### config.mk
export PLATFORM = sky130hd
export DESIGN_NAME = csc_config_security
export DESIGN_NICKNAME = d
export VERILOG_FILES = /design/src/design/csc_pkg.sv /design/src/design/csc_config_security.sv
export SDC_FILE = /design/constraint.sdc
export NUM_CORES = 1
export LEC_CHECK = 0
export ABC_AREA = 1
export ABC_CLOCK_PERIOD_IN_PS = 6700
export BUFFER_PORTS_ARGS = -buffer_cell sky130_fd_sc_hd__buf_2
export CAP_MARGIN = 20
export CORE_ASPECT_RATIO = 0.5
export CORE_MARGIN = 4
export CORE_UTILIZATION = 60
export DETAILED_ROUTE_END_ITERATION = 10
export HOLD_SLACK_MARGIN = 0.02
export PLACE_DENSITY = 0.95
export SYNTH_ARGS = -nofsm -noshare
export SYNTH_HDL_FRONTEND = slang
export SYNTH_SLANG_ARGS = --single-unit
### constraint.sdc
create_clock -name clk_sys_i -period 6.7 [get_ports clk_sys_i]
set_clock_uncertainty 0.15 [all_clocks]
set_input_delay 0.335 -clock clk_sys_i [delete_from_list [all_inputs] [get_ports clk_sys_i]]
set_output_delay 0.335 -clock clk_sys_i [all_outputs]
set_load 0.005 [all_outputs]
### src/design/csc_pkg.sv
// Constants, field layouts and carrier types of the config security control
package csc_pkg;
    localparam int SECTORS = 8;
    localparam int SECT_W = 3;
    localparam int KEY_W = 32;
    localparam int DIV_W = 16;

    localparam logic [3:0] OFF_CTRL = 4'h0;
    localparam logic [3:0] OFF_CMD = 4'h1;
    localparam logic [3:0] OFF_RD_DIS = 4'h2;
    localparam logic [3:0] OFF_PG_DIS = 4'h3;
    localparam logic [3:0] OFF_ER_DIS = 4'h4;
    localparam logic [3:0] OFF_LOCK = 4'h5;
    localparam logic [3:0] OFF_KEY = 4'h6;
    localparam logic [3:0] OFF_THR_EN = 4'h7;
    localparam logic [3:0] OFF_STATUS = 4'h8;
    localparam logic [3:0] OFF_SCAN_DIV = 4'h9;

    localparam int CTRL_MON = 0;
    localparam int CTRL_KEY = 1;
    localparam int CTRL_PING = 2;
    localparam int CTRL_USER_IMG = 3;
    localparam int CTRL_SCAN = 4;
    localparam int CTRL_LIVE = 5;
    localparam int CTRL_PORT_OFF = 6;
    localparam int CTRL_CRC = 7;
    localparam logic [7:0] CTRL_RST = 8'h00;

    localparam int CMD_SCAN = 0;
    localparam int CMD_REFRESH = 1;
    localparam int CMD_CLR = 2;

    localparam int THR_NOKEY = 0;
    localparam int THR_LOCK = 1;
    localparam int THR_FACT = 2;
    localparam int THR_BADKEY = 3;
    localparam logic [3:0] THR_EN_RST = 4'hf;

    localparam logic [DIV_W-1:0] SCAN_DIV_RST = 16'h0008;
    localparam logic [KEY_W-1:0] KEY_RST = 32'h00000000;

    localparam logic [1:0] PORT_JTAG = 2'h0;
    localparam logic [1:0] PORT_SPI = 2'h1;
    localparam logic [1:0] PORT_I2C = 2'h2;
    localparam logic [1:0] PORT_BUS = 2'h3;

    localparam logic [2:0] OP_READ = 3'h0;
    localparam logic [2:0] OP_PROG = 3'h1;
    localparam logic [2:0] OP_ERASE = 3'h2;
    localparam logic [2:0] OP_ID = 3'h3;
    localparam logic [2:0] OP_KEY = 3'h4;
    localparam logic [2:0] OP_FACT = 3'h5;
    localparam logic [2:0] OP_REFRESH = 3'h6;
    localparam logic [2:0] OP_DONE = 3'h7;

    typedef enum logic [2:0] {
        PH_MONITOR, PH_LOAD, PH_CRC, PH_USER, PH_ERASE, PH_FAIL
    } csc_phase_type;

    typedef struct packed {
        logic valid;
        logic [1:0] port;
        logic [2:0] op;
        logic [SECT_W-1:0] sector;
        logic [KEY_W-1:0] key;
    } csc_acc_type;

    typedef struct packed {
        logic valid;
        logic grant;
        logic threat;
    } csc_ans_type;

    typedef struct packed {
        logic load_req;
        logic image;
        logic crc_req;
        logic erase_req;
        logic repair_req;
        logic scan_tick;
    } csc_flash_type;
endpackage

### src/design/csc_config_security.sv
// Configuration sequencing, sector locks, tamper detection and upset scan
`timescale 1ns/1ps
module csc_config_security (
    input wire logic clk_sys_i,
    input wire logic rst_b_i,
    input wire logic [3:0] addr_i,
    input wire logic [31:0] wdata_i,
    input wire logic wr_i,
    input wire logic rd_i,
    output logic [31:0] rdata_o,
    input wire logic por_ok_i,
    input wire logic bandgap_on_i,
    input wire logic core_low_bg_i,
    input wire logic core_low_lp_i,
    input wire logic latest_image_i,
    input wire logic load_done_i,
    input wire logic load_corrupt_i,
    input wire logic crc_done_i,
    input wire logic crc_ok_i,
    input wire logic erase_done_i,
    input wire logic scan_start_i,
    input wire logic scan_end_i,
    input wire logic upset_err_i,
    input wire logic reprogram_request_n_i,
    input wire logic tap_activate_i,
    input wire csc_pkg::csc_acc_type acc_i,
    output csc_pkg::csc_ans_type ans_o,
    output csc_pkg::csc_flash_type flash_o,
    output logic io_release_o,
    output logic int_reset_o,
    output logic threat_o,
    output logic [3:0] threat_type_o,
    output logic [1:0] threat_port_o,
    output logic upset_found_o,
    output logic tap_active_o
);
    typedef struct packed {
        csc_pkg::csc_phase_type phase;
        logic [7:0] ctrl;
        logic [csc_pkg::SECTORS-1:0] rd_dis;
        logic [csc_pkg::SECTORS-1:0] pg_dis;
        logic [csc_pkg::SECTORS-1:0] er_dis;
        logic hard_lock;
        logic [csc_pkg::KEY_W-1:0] key;
        logic [3:0] thr_en;
        logic [3:0] thr_sts;
        logic [1:0] thr_port;
        logic threat;
        logic key_ok;
        logic owned;
        logic [1:0] owner;
        logic prog_n_q;
        logic scan_busy;
        logic [csc_pkg::DIV_W-1:0] scan_div;
        logic [csc_pkg::DIV_W-1:0] div_cnt;
        logic upset_found;
        logic tap_active;
        logic [31:0] rdata;
        csc_pkg::csc_ans_type ans;
        csc_pkg::csc_flash_type fl;
        logic io_release;
        logic int_reset;
    } csc_state_type;

    csc_state_type r_reg;
    csc_state_type r_next;

    // Sector lock lookup for read, program and erase; every other operation kind is never locked
    function automatic logic sector_locked(
        input logic [2:0] op,
        input logic [csc_pkg::SECT_W-1:0] sec,
        input logic [csc_pkg::SECTORS-1:0] rd,
        input logic [csc_pkg::SECTORS-1:0] pg,
        input logic [csc_pkg::SECTORS-1:0] er
    );
        logic res;
        res = 1'b0;
        case (op)
            csc_pkg::OP_READ: res = rd[sec];
            csc_pkg::OP_PROG: res = pg[sec];
            csc_pkg::OP_ERASE: res = er[sec];
            default: res = 1'b0;
        endcase
        return res;
    endfunction

    // Ping-pong wins over the user's pick
    function automatic logic boot_image(
        input logic [7:0] ctrl,
        input logic latest
    );
        return ctrl[csc_pkg::CTRL_PING] ? latest :
            ctrl[csc_pkg::CTRL_USER_IMG];
    endfunction

    always_comb begin
        csc_state_type n;
        logic ext;
        logic needs_key;
        logic [3:0] hit;
        logic refresh;
        logic scan_go;
        logic trip;
        logic thr_clr;
        logic load_end;
        n = r_reg;
        ext = 1'b0;
        needs_key = 1'b0;
        hit = 4'h0;
        refresh = 1'b0;
        scan_go = 1'b0;
        trip = 1'b0;
        thr_clr = 1'b0;
        load_end = 1'b0;
        // Pulses last one cycle
        n.ans = '0;
        n.fl.repair_req = 1'b0;
        n.fl.scan_tick = 1'b0;
        n.rdata = 32'h00000000;

        // Register writes
        if (wr_i) begin
            case (addr_i)
                csc_pkg::OFF_CTRL: n.ctrl = wdata_i[7:0];
                csc_pkg::OFF_CMD: begin
                    scan_go = wdata_i[csc_pkg::CMD_SCAN];
                    refresh = wdata_i[csc_pkg::CMD_REFRESH];
                    thr_clr = wdata_i[csc_pkg::CMD_CLR];
                end
                csc_pkg::OFF_RD_DIS: begin
                    if (!r_reg.hard_lock) begin
                        n.rd_dis = wdata_i[csc_pkg::SECTORS-1:0];
                    end
                end
                csc_pkg::OFF_PG_DIS: begin
                    if (!r_reg.hard_lock) begin
                        n.pg_dis = wdata_i[csc_pkg::SECTORS-1:0];
                    end
                end
                csc_pkg::OFF_ER_DIS: begin
                    if (!r_reg.hard_lock) begin
                        n.er_dis = wdata_i[csc_pkg::SECTORS-1:0];
                    end
                end
                // Hard lock can only be set; clearing needs a reset
                csc_pkg::OFF_LOCK: n.hard_lock = r_reg.hard_lock | wdata_i[0];
                csc_pkg::OFF_KEY: n.key = wdata_i;
                // Disabled threat types never latch
                csc_pkg::OFF_THR_EN: n.thr_en = wdata_i[3:0];
                csc_pkg::OFF_SCAN_DIV: n.scan_div = wdata_i[15:0];
                default: n.ctrl = r_reg.ctrl;
            endcase
        end

        // Register reads; the key itself never reads back
        if (rd_i) begin
            case (addr_i)
                csc_pkg::OFF_CTRL: n.rdata = {24'h000000, r_reg.ctrl};
                csc_pkg::OFF_RD_DIS: n.rdata = {24'h000000, r_reg.rd_dis};
                csc_pkg::OFF_PG_DIS: n.rdata = {24'h000000, r_reg.pg_dis};
                csc_pkg::OFF_ER_DIS: n.rdata = {24'h000000, r_reg.er_dis};
                csc_pkg::OFF_LOCK: n.rdata = {31'h00000000, r_reg.hard_lock};
                csc_pkg::OFF_THR_EN: n.rdata = {28'h0000000, r_reg.thr_en};
                // Status bit 3 is spare
                csc_pkg::OFF_STATUS: n.rdata = {12'h000, r_reg.fl.image,
                    r_reg.owner, r_reg.owned, r_reg.hard_lock,
                    r_reg.upset_found, r_reg.scan_busy, r_reg.io_release,
                    r_reg.key_ok, |r_reg.thr_sts, r_reg.thr_port,
                    r_reg.thr_sts, 1'b0, r_reg.phase};
                csc_pkg::OFF_SCAN_DIV: n.rdata = {16'h0000, r_reg.scan_div};
                default: n.rdata = 32'h00000000;
            endcase
        end

        // Access requests from configuration ports and the internal bus
        if (acc_i.valid) begin
            ext = acc_i.port != csc_pkg::PORT_BUS;
            n.ans.valid = 1'b1;
            // Bus masters never need the key
            needs_key = ext && r_reg.ctrl[csc_pkg::CTRL_KEY] && !r_reg.key_ok;
            if (ext && (r_reg.ctrl[csc_pkg::CTRL_PORT_OFF] ||
                (r_reg.owned && r_reg.owner != acc_i.port))) begin
                n.ans.grant = 1'b0;
            end else begin
                case (acc_i.op)
                    csc_pkg::OP_ID: n.ans.grant = 1'b1;
                    csc_pkg::OP_DONE: begin
                        n.ans.grant = 1'b1;
                        n.owned = 1'b0;
                    end
                    csc_pkg::OP_KEY: begin
                        if (acc_i.key == r_reg.key) begin
                            n.key_ok = 1'b1;
                            n.ans.grant = 1'b1;
                        end else begin
                            // Wrong key drops a good one
                            n.key_ok = 1'b0;
                            hit[csc_pkg::THR_BADKEY] = 1'b1;
                        end
                    end
                    // Never granted, from any port
                    csc_pkg::OP_FACT: hit[csc_pkg::THR_FACT] = 1'b1;
                    default: begin
                        if (needs_key) begin
                            hit[csc_pkg::THR_NOKEY] = 1'b1;
                        end else if (sector_locked(acc_i.op, acc_i.sector,
                            r_reg.rd_dis, r_reg.pg_dis, r_reg.er_dis)) begin
                            hit[csc_pkg::THR_LOCK] = 1'b1;
                        end else begin
                            n.ans.grant = 1'b1;
                            refresh = refresh ||
                                acc_i.op == csc_pkg::OP_REFRESH;
                        end
                    end
                endcase
                // First external attempt claims the port
                if (ext && acc_i.op != csc_pkg::OP_DONE) begin
                    n.owned = 1'b1;
                    n.owner = acc_i.port;
                end
            end
            // Only external ports count as tamper sources
            hit = hit & {4{ext}} & r_reg.thr_en;
            n.ans.threat = |hit;
        end

        // New threats win over a clear in the same cycle
        n.thr_sts = (thr_clr ? 4'h0 : r_reg.thr_sts) | hit;
        if (|hit) begin
            n.thr_port = acc_i.port;
        end

        // Test port activation ignores port ownership
        if (tap_activate_i) begin
            n.tap_active = 1'b1;
        end

        // Falling edge of the reprogram pin acts as refresh
        n.prog_n_q = reprogram_request_n_i;
        if (r_reg.prog_n_q && !reprogram_request_n_i) begin
            refresh = 1'b1;
        end

        // Coarse monitor takes over while the bandgap is off
        trip = r_reg.ctrl[csc_pkg::CTRL_MON] &&
            (bandgap_on_i ? core_low_bg_i : core_low_lp_i);

        case (r_reg.phase)
            csc_pkg::PH_MONITOR: begin
                if (por_ok_i) begin
                    n.phase = csc_pkg::PH_LOAD;
                    n.fl.image = boot_image(r_reg.ctrl,
                        latest_image_i);
                end
            end
            csc_pkg::PH_LOAD: begin
                if (load_done_i) begin
                    if (load_corrupt_i) begin
                        if (!r_reg.fl.image) begin
                            n.fl.image = 1'b1;
                        end else begin
                            // No image left to fall back on
                            n.phase = csc_pkg::PH_FAIL;
                        end
                    end else if (r_reg.ctrl[csc_pkg::CTRL_CRC]) begin
                        n.phase = csc_pkg::PH_CRC;
                    end else begin
                        n.phase = csc_pkg::PH_USER;
                        load_end = 1'b1;
                    end
                end
            end
            csc_pkg::PH_CRC: begin
                if (crc_done_i) begin
                    n.phase = crc_ok_i ? csc_pkg::PH_USER :
                        csc_pkg::PH_FAIL;
                    load_end = crc_ok_i;
                end
            end
            csc_pkg::PH_USER: begin
                if (trip) begin
                    n.phase = csc_pkg::PH_MONITOR;
                end else if (refresh) begin
                    if (r_reg.ctrl[csc_pkg::CTRL_LIVE]) begin
                        n.fl.repair_req = 1'b1;
                    end else begin
                        n.phase = csc_pkg::PH_ERASE;
                    end
                end
            end
            csc_pkg::PH_ERASE: begin
                if (erase_done_i) begin
                    n.phase = csc_pkg::PH_LOAD;
                    // Soft reset picks the image afresh
                    n.fl.image = boot_image(r_reg.ctrl,
                        latest_image_i);
                end
            end
            csc_pkg::PH_FAIL: begin
                // A failed load waits for a soft reset
                if (refresh) begin
                    n.phase = csc_pkg::PH_ERASE;
                end
            end
            default: n.phase = csc_pkg::PH_MONITOR;
        endcase

        // Upset scanner; disabling it also stops the divider
        // Tick period is scan_div plus one cycles
        if (!r_reg.ctrl[csc_pkg::CTRL_SCAN] ||
            n.phase != csc_pkg::PH_USER) begin
            n.scan_busy = 1'b0;
            n.div_cnt = 16'h0000;
        end else if (!r_reg.scan_busy) begin
            if (load_end || scan_go || scan_start_i) begin
                n.scan_busy = 1'b1;
                n.upset_found = 1'b0;
                n.div_cnt = 16'h0000;
            end
        end else if (scan_end_i) begin
            n.scan_busy = 1'b0;
            n.upset_found = upset_err_i;
        end else if (r_reg.div_cnt >= r_reg.scan_div) begin
            n.div_cnt = 16'h0000;
            n.fl.scan_tick = 1'b1;
        end else begin
            n.div_cnt = 16'(r_reg.div_cnt + 16'h0001);
        end

        // Port ownership ends with each new configuration load
        if (n.phase == csc_pkg::PH_MONITOR ||
            n.phase == csc_pkg::PH_ERASE) begin
            n.owned = r_reg.owned && r_reg.phase == n.phase;
        end

        // Registered so every pin comes from a flop
        n.threat = |n.thr_sts;
        n.fl.load_req = n.phase == csc_pkg::PH_LOAD;
        n.fl.crc_req = n.phase == csc_pkg::PH_CRC;
        n.fl.erase_req = n.phase == csc_pkg::PH_ERASE;
        n.io_release = n.phase == csc_pkg::PH_USER;
        n.int_reset = n.phase != csc_pkg::PH_USER;
        r_next = n;
    end

    always_ff @(posedge clk_sys_i or negedge rst_b_i) begin
        if (!rst_b_i) begin
            r_reg <= '0;
            r_reg.phase <= csc_pkg::PH_MONITOR;
            r_reg.ctrl <= csc_pkg::CTRL_RST;
            r_reg.key <= csc_pkg::KEY_RST;
            r_reg.thr_en <= csc_pkg::THR_EN_RST;
            r_reg.scan_div <= csc_pkg::SCAN_DIV_RST;
            // Pin idles high: no false edge after reset
            r_reg.prog_n_q <= 1'b1;
            r_reg.int_reset <= 1'b1;
        end else begin
            r_reg <= r_next;
        end
    end

    assign rdata_o = r_reg.rdata;
    assign ans_o = r_reg.ans;
    assign flash_o = r_reg.fl;
    assign io_release_o = r_reg.io_release;
    assign int_reset_o = r_reg.int_reset;
    assign threat_o = r_reg.threat;
    assign threat_type_o = r_reg.thr_sts;
    assign threat_port_o = r_reg.thr_port;
    assign upset_found_o = r_reg.upset_found;
    assign tap_active_o = r_reg.tap_active;
endmodule // csc_config_security

==> results_dict.tcl <==
set metrics [dict create \
    die_w_um 173 \
    synth-seq-cells 150 \
    hpwlAfterDp_mm 17.3 \
    cts_buffers 17 \
    synth.cell_area_um2 8160 \
    netlist-cell-type-count 50 \
    fin_crit_sh_pct 39.8 \
    synthArstFlopShare_pct 100 \
    largest_register_ffs 110 \
    antenna_found_initial 0 \
    fillCellCount 881 \
    drv_slew 0 \
    drtIter0Drc 1092 \
    cp_max_fo 20 \
    ioPinCount 148 \
    dieArea_um2 15700 \
    n_antenna_cell 0 \
    final_area_um2 9530 \
    leakagePower_nw 4.74 \
    postSynthCellCount 985 \
    coreArea_um2 13000 \
    max_clock_freq_mhz 375 \
    crit_path_max_incr_delay_ns 0.54 \
    start_util_pct 62.8 \
    finalWirelength_mm 24.9 \
    ant_nets 0 \
    cts.path.max_buffers 2 \
    synthTopCellsByCount "nand2_1 (176), dfrtp_1 (143), inv_1 (115)" \
    seq_area_frac_synth_pct 46.1 \
    final_hold_viol_count 0 \
    crit_slowest_cell "dlygate4sd3_1" \
    critPathBufInv 4 \
    path_class "in -> reg" \
    cts-root-buf "clkbuf_16" \
    setup_violations 0 \
    routedWlPerCell_um 19.3 \
    grt_pass1_wl_mm 39.5 \
    drcViolationCount 0 \
    cp.arrival_ns 2.87 \
    synth_top_area_share_pct 43.8 \
    synth_edf_count 0 \
    htree_levels 4 \
    grt_usage_pct 31.6 \
    start_kind "primary input" \
    rsz0062_at_grt "no" \
    cap_violations 0 \
    critPathCaptureType "register" \
    path_cells "dlygate4sd3_1, buf_2, inv_1, o22ai_1, inv_1, nand2_2, nand2_4, a21boi_1, nor2_4, nand2_4, nor2_8, nand2_1, nand2_1" \
    die_h_um 90.5 \
    clock-sinks 150 \
    synth_area_per_cell_um2 8.29 \
    nets 1218 \
    max_slew_margin_pct 36.5 \
    dpl_cell_area_um2 8650 \
    grt_pass1_vias 7615 \
    gp_routability_congestion 0.960 \
    status "finished clean" \
    drtPass1Iterations 8 \
    synth_most_common_cell "nand2_1" \
    rows 29 \
    ys_warn_count 0 \
    io_buffer_count 135 \
    power_mw 2.84 \
    layout_min_cycle_time_ns 2.66 \
    viasPerCell 5.99 \
    synth_area_leaders "dfrtp_1 (44%), nand2_1 (8.1%), inv_1 (5.3%), o21ai_0 (5.1%), nor2_1 (4.9%)" \
    cts_resized 0 \
    synth_top_flop_cell "dfrtp_1" \
    vdd_drop_max_uv 189 \
    fin_tns_setup_ns 0 \
    drive_gt1_share_pct 21.0 \
    cts.clk_slew.worst_paths_ns 0.06 \
    hold_path.class "in -> reg" \
    cts_tree "yes" \
    area_growth_pct 16.8 \
    yosys.area.top_type "dfrtp_1" \
    fin_util_pct 73.4 \
    vias 7713 \
    gr-total-overflow 0 \
    grt_max_degree 93 \
    insertion_delay_ns 0.43 \
    tightest_slew_ns 0.949 \
    required_ns 6.91 \
    cp_top_family "simple AND/OR/NAND/NOR gates" \
    cellPowerDensity_nw_per_um2 298 \
]
==> cell usage in the layout, fill, tap and decap left out, types with 18 or more instances in the layout <==
| cell | instances |
|---|---|
| xor2_1 | 38 |
| nand3_1 | 26 |
| nand2_1 | 176 |
| nor3_1 | 18 |
| nor2_1 | 105 |
| inv_1 | 115 |
| a21oi_1 | 46 |
| buf_2 | 134 |
| dlygate4sd3_1 | 24 |
| o21ai_0 | 83 |
| nand2_2 | 18 |
| dfrtp_1 | 143 |
| nand4_1 | 29 |
==> where the power goes <==
group / internal (mW) / switching [mW]
combinational: 0.238 / 0.414
clock: 0.611 / 0.412
sequential: 1.05 / 0.122
total: 1.90 / 0.947
==> cells by family (layout without fill, tap and decap cells) <==
group,count (synthesis),after routing,share of synthesized area [%]
muxes,12,12,1.66
buffers and inverters,199,321,11.7
and+or+nand+nor,392,392,21.5
AOI/OAI and AO/OA,176,176,12.4
DFF,150,150,46.1
other,1,12,0.0459
xor gates and xnor gates,38,38,4.08
adders and majority gates,17,17,2.61
==> worst min-delay path, delay by kind of cell <==
kind	cells	cell delay, ns
buf+inv	1	0.10
compound gates	1	0.06
simple gates	1	0.05
==> layout make-up <==
cell class	count	area [um^2]	share of cell area [%]
clock inverters	13	173	1.81
well taps	170	213	2.23
flip-flops and latches	150	3760	39.5
inverters	127	477	5.00
repair buffers	162	957	10.0
clock buffers	19	453	4.75
multi-input cells	647	3500	36.7
==> final timing paths <==
path | from | endpoint | slack, ns | cells after the start
max | wdata_i[1] | r_reg[47] | 4.04 | 13
min | wdata_i[13] | r_reg[107] | 0.01 | 3
max reg2reg | r_reg[60] | r_reg[47] | 4.09 | 10
min reg2reg | tap_active_o | tap_active_o | 0.34 | 1
max in group asynchronous | rst_b_i | r_reg[68] | 4.62 | 3
min in group asynchronous | rst_b_i | r_reg[118] | 0.43 | 2
==> through the flow <==
stage	std cells	hold WS, ns	worst slack (ns)
after floorplan	996	-0.111	4.52
after global placement	1231	0.301	3.86
after detailed placement	1231	0.309	3.86
after CTS	1286	0.0201	4.10
after global routing	1288	0.0380	3.84
final	1288	0.0134	4.04
==> layer usage <==
layer  part of all wire (%)  GRT usage, %  up-vias  wire (um)
li1                       -             -     3407          -
met1                     39          41.9     3643       9780
met2                     44          48.8      574      10900
met3                     14          11.8       89       3530
met4                    2.7          9.95        0        666
met5                      0             0        -          0
==> timing repair <==
action / CTS / global route
buffers inserted: 0 / 0
endpoints found under the hold margin: 112 / 1
hold buffers: 23 / 1
No activity file was read; power rests on OpenSTA's default activity.
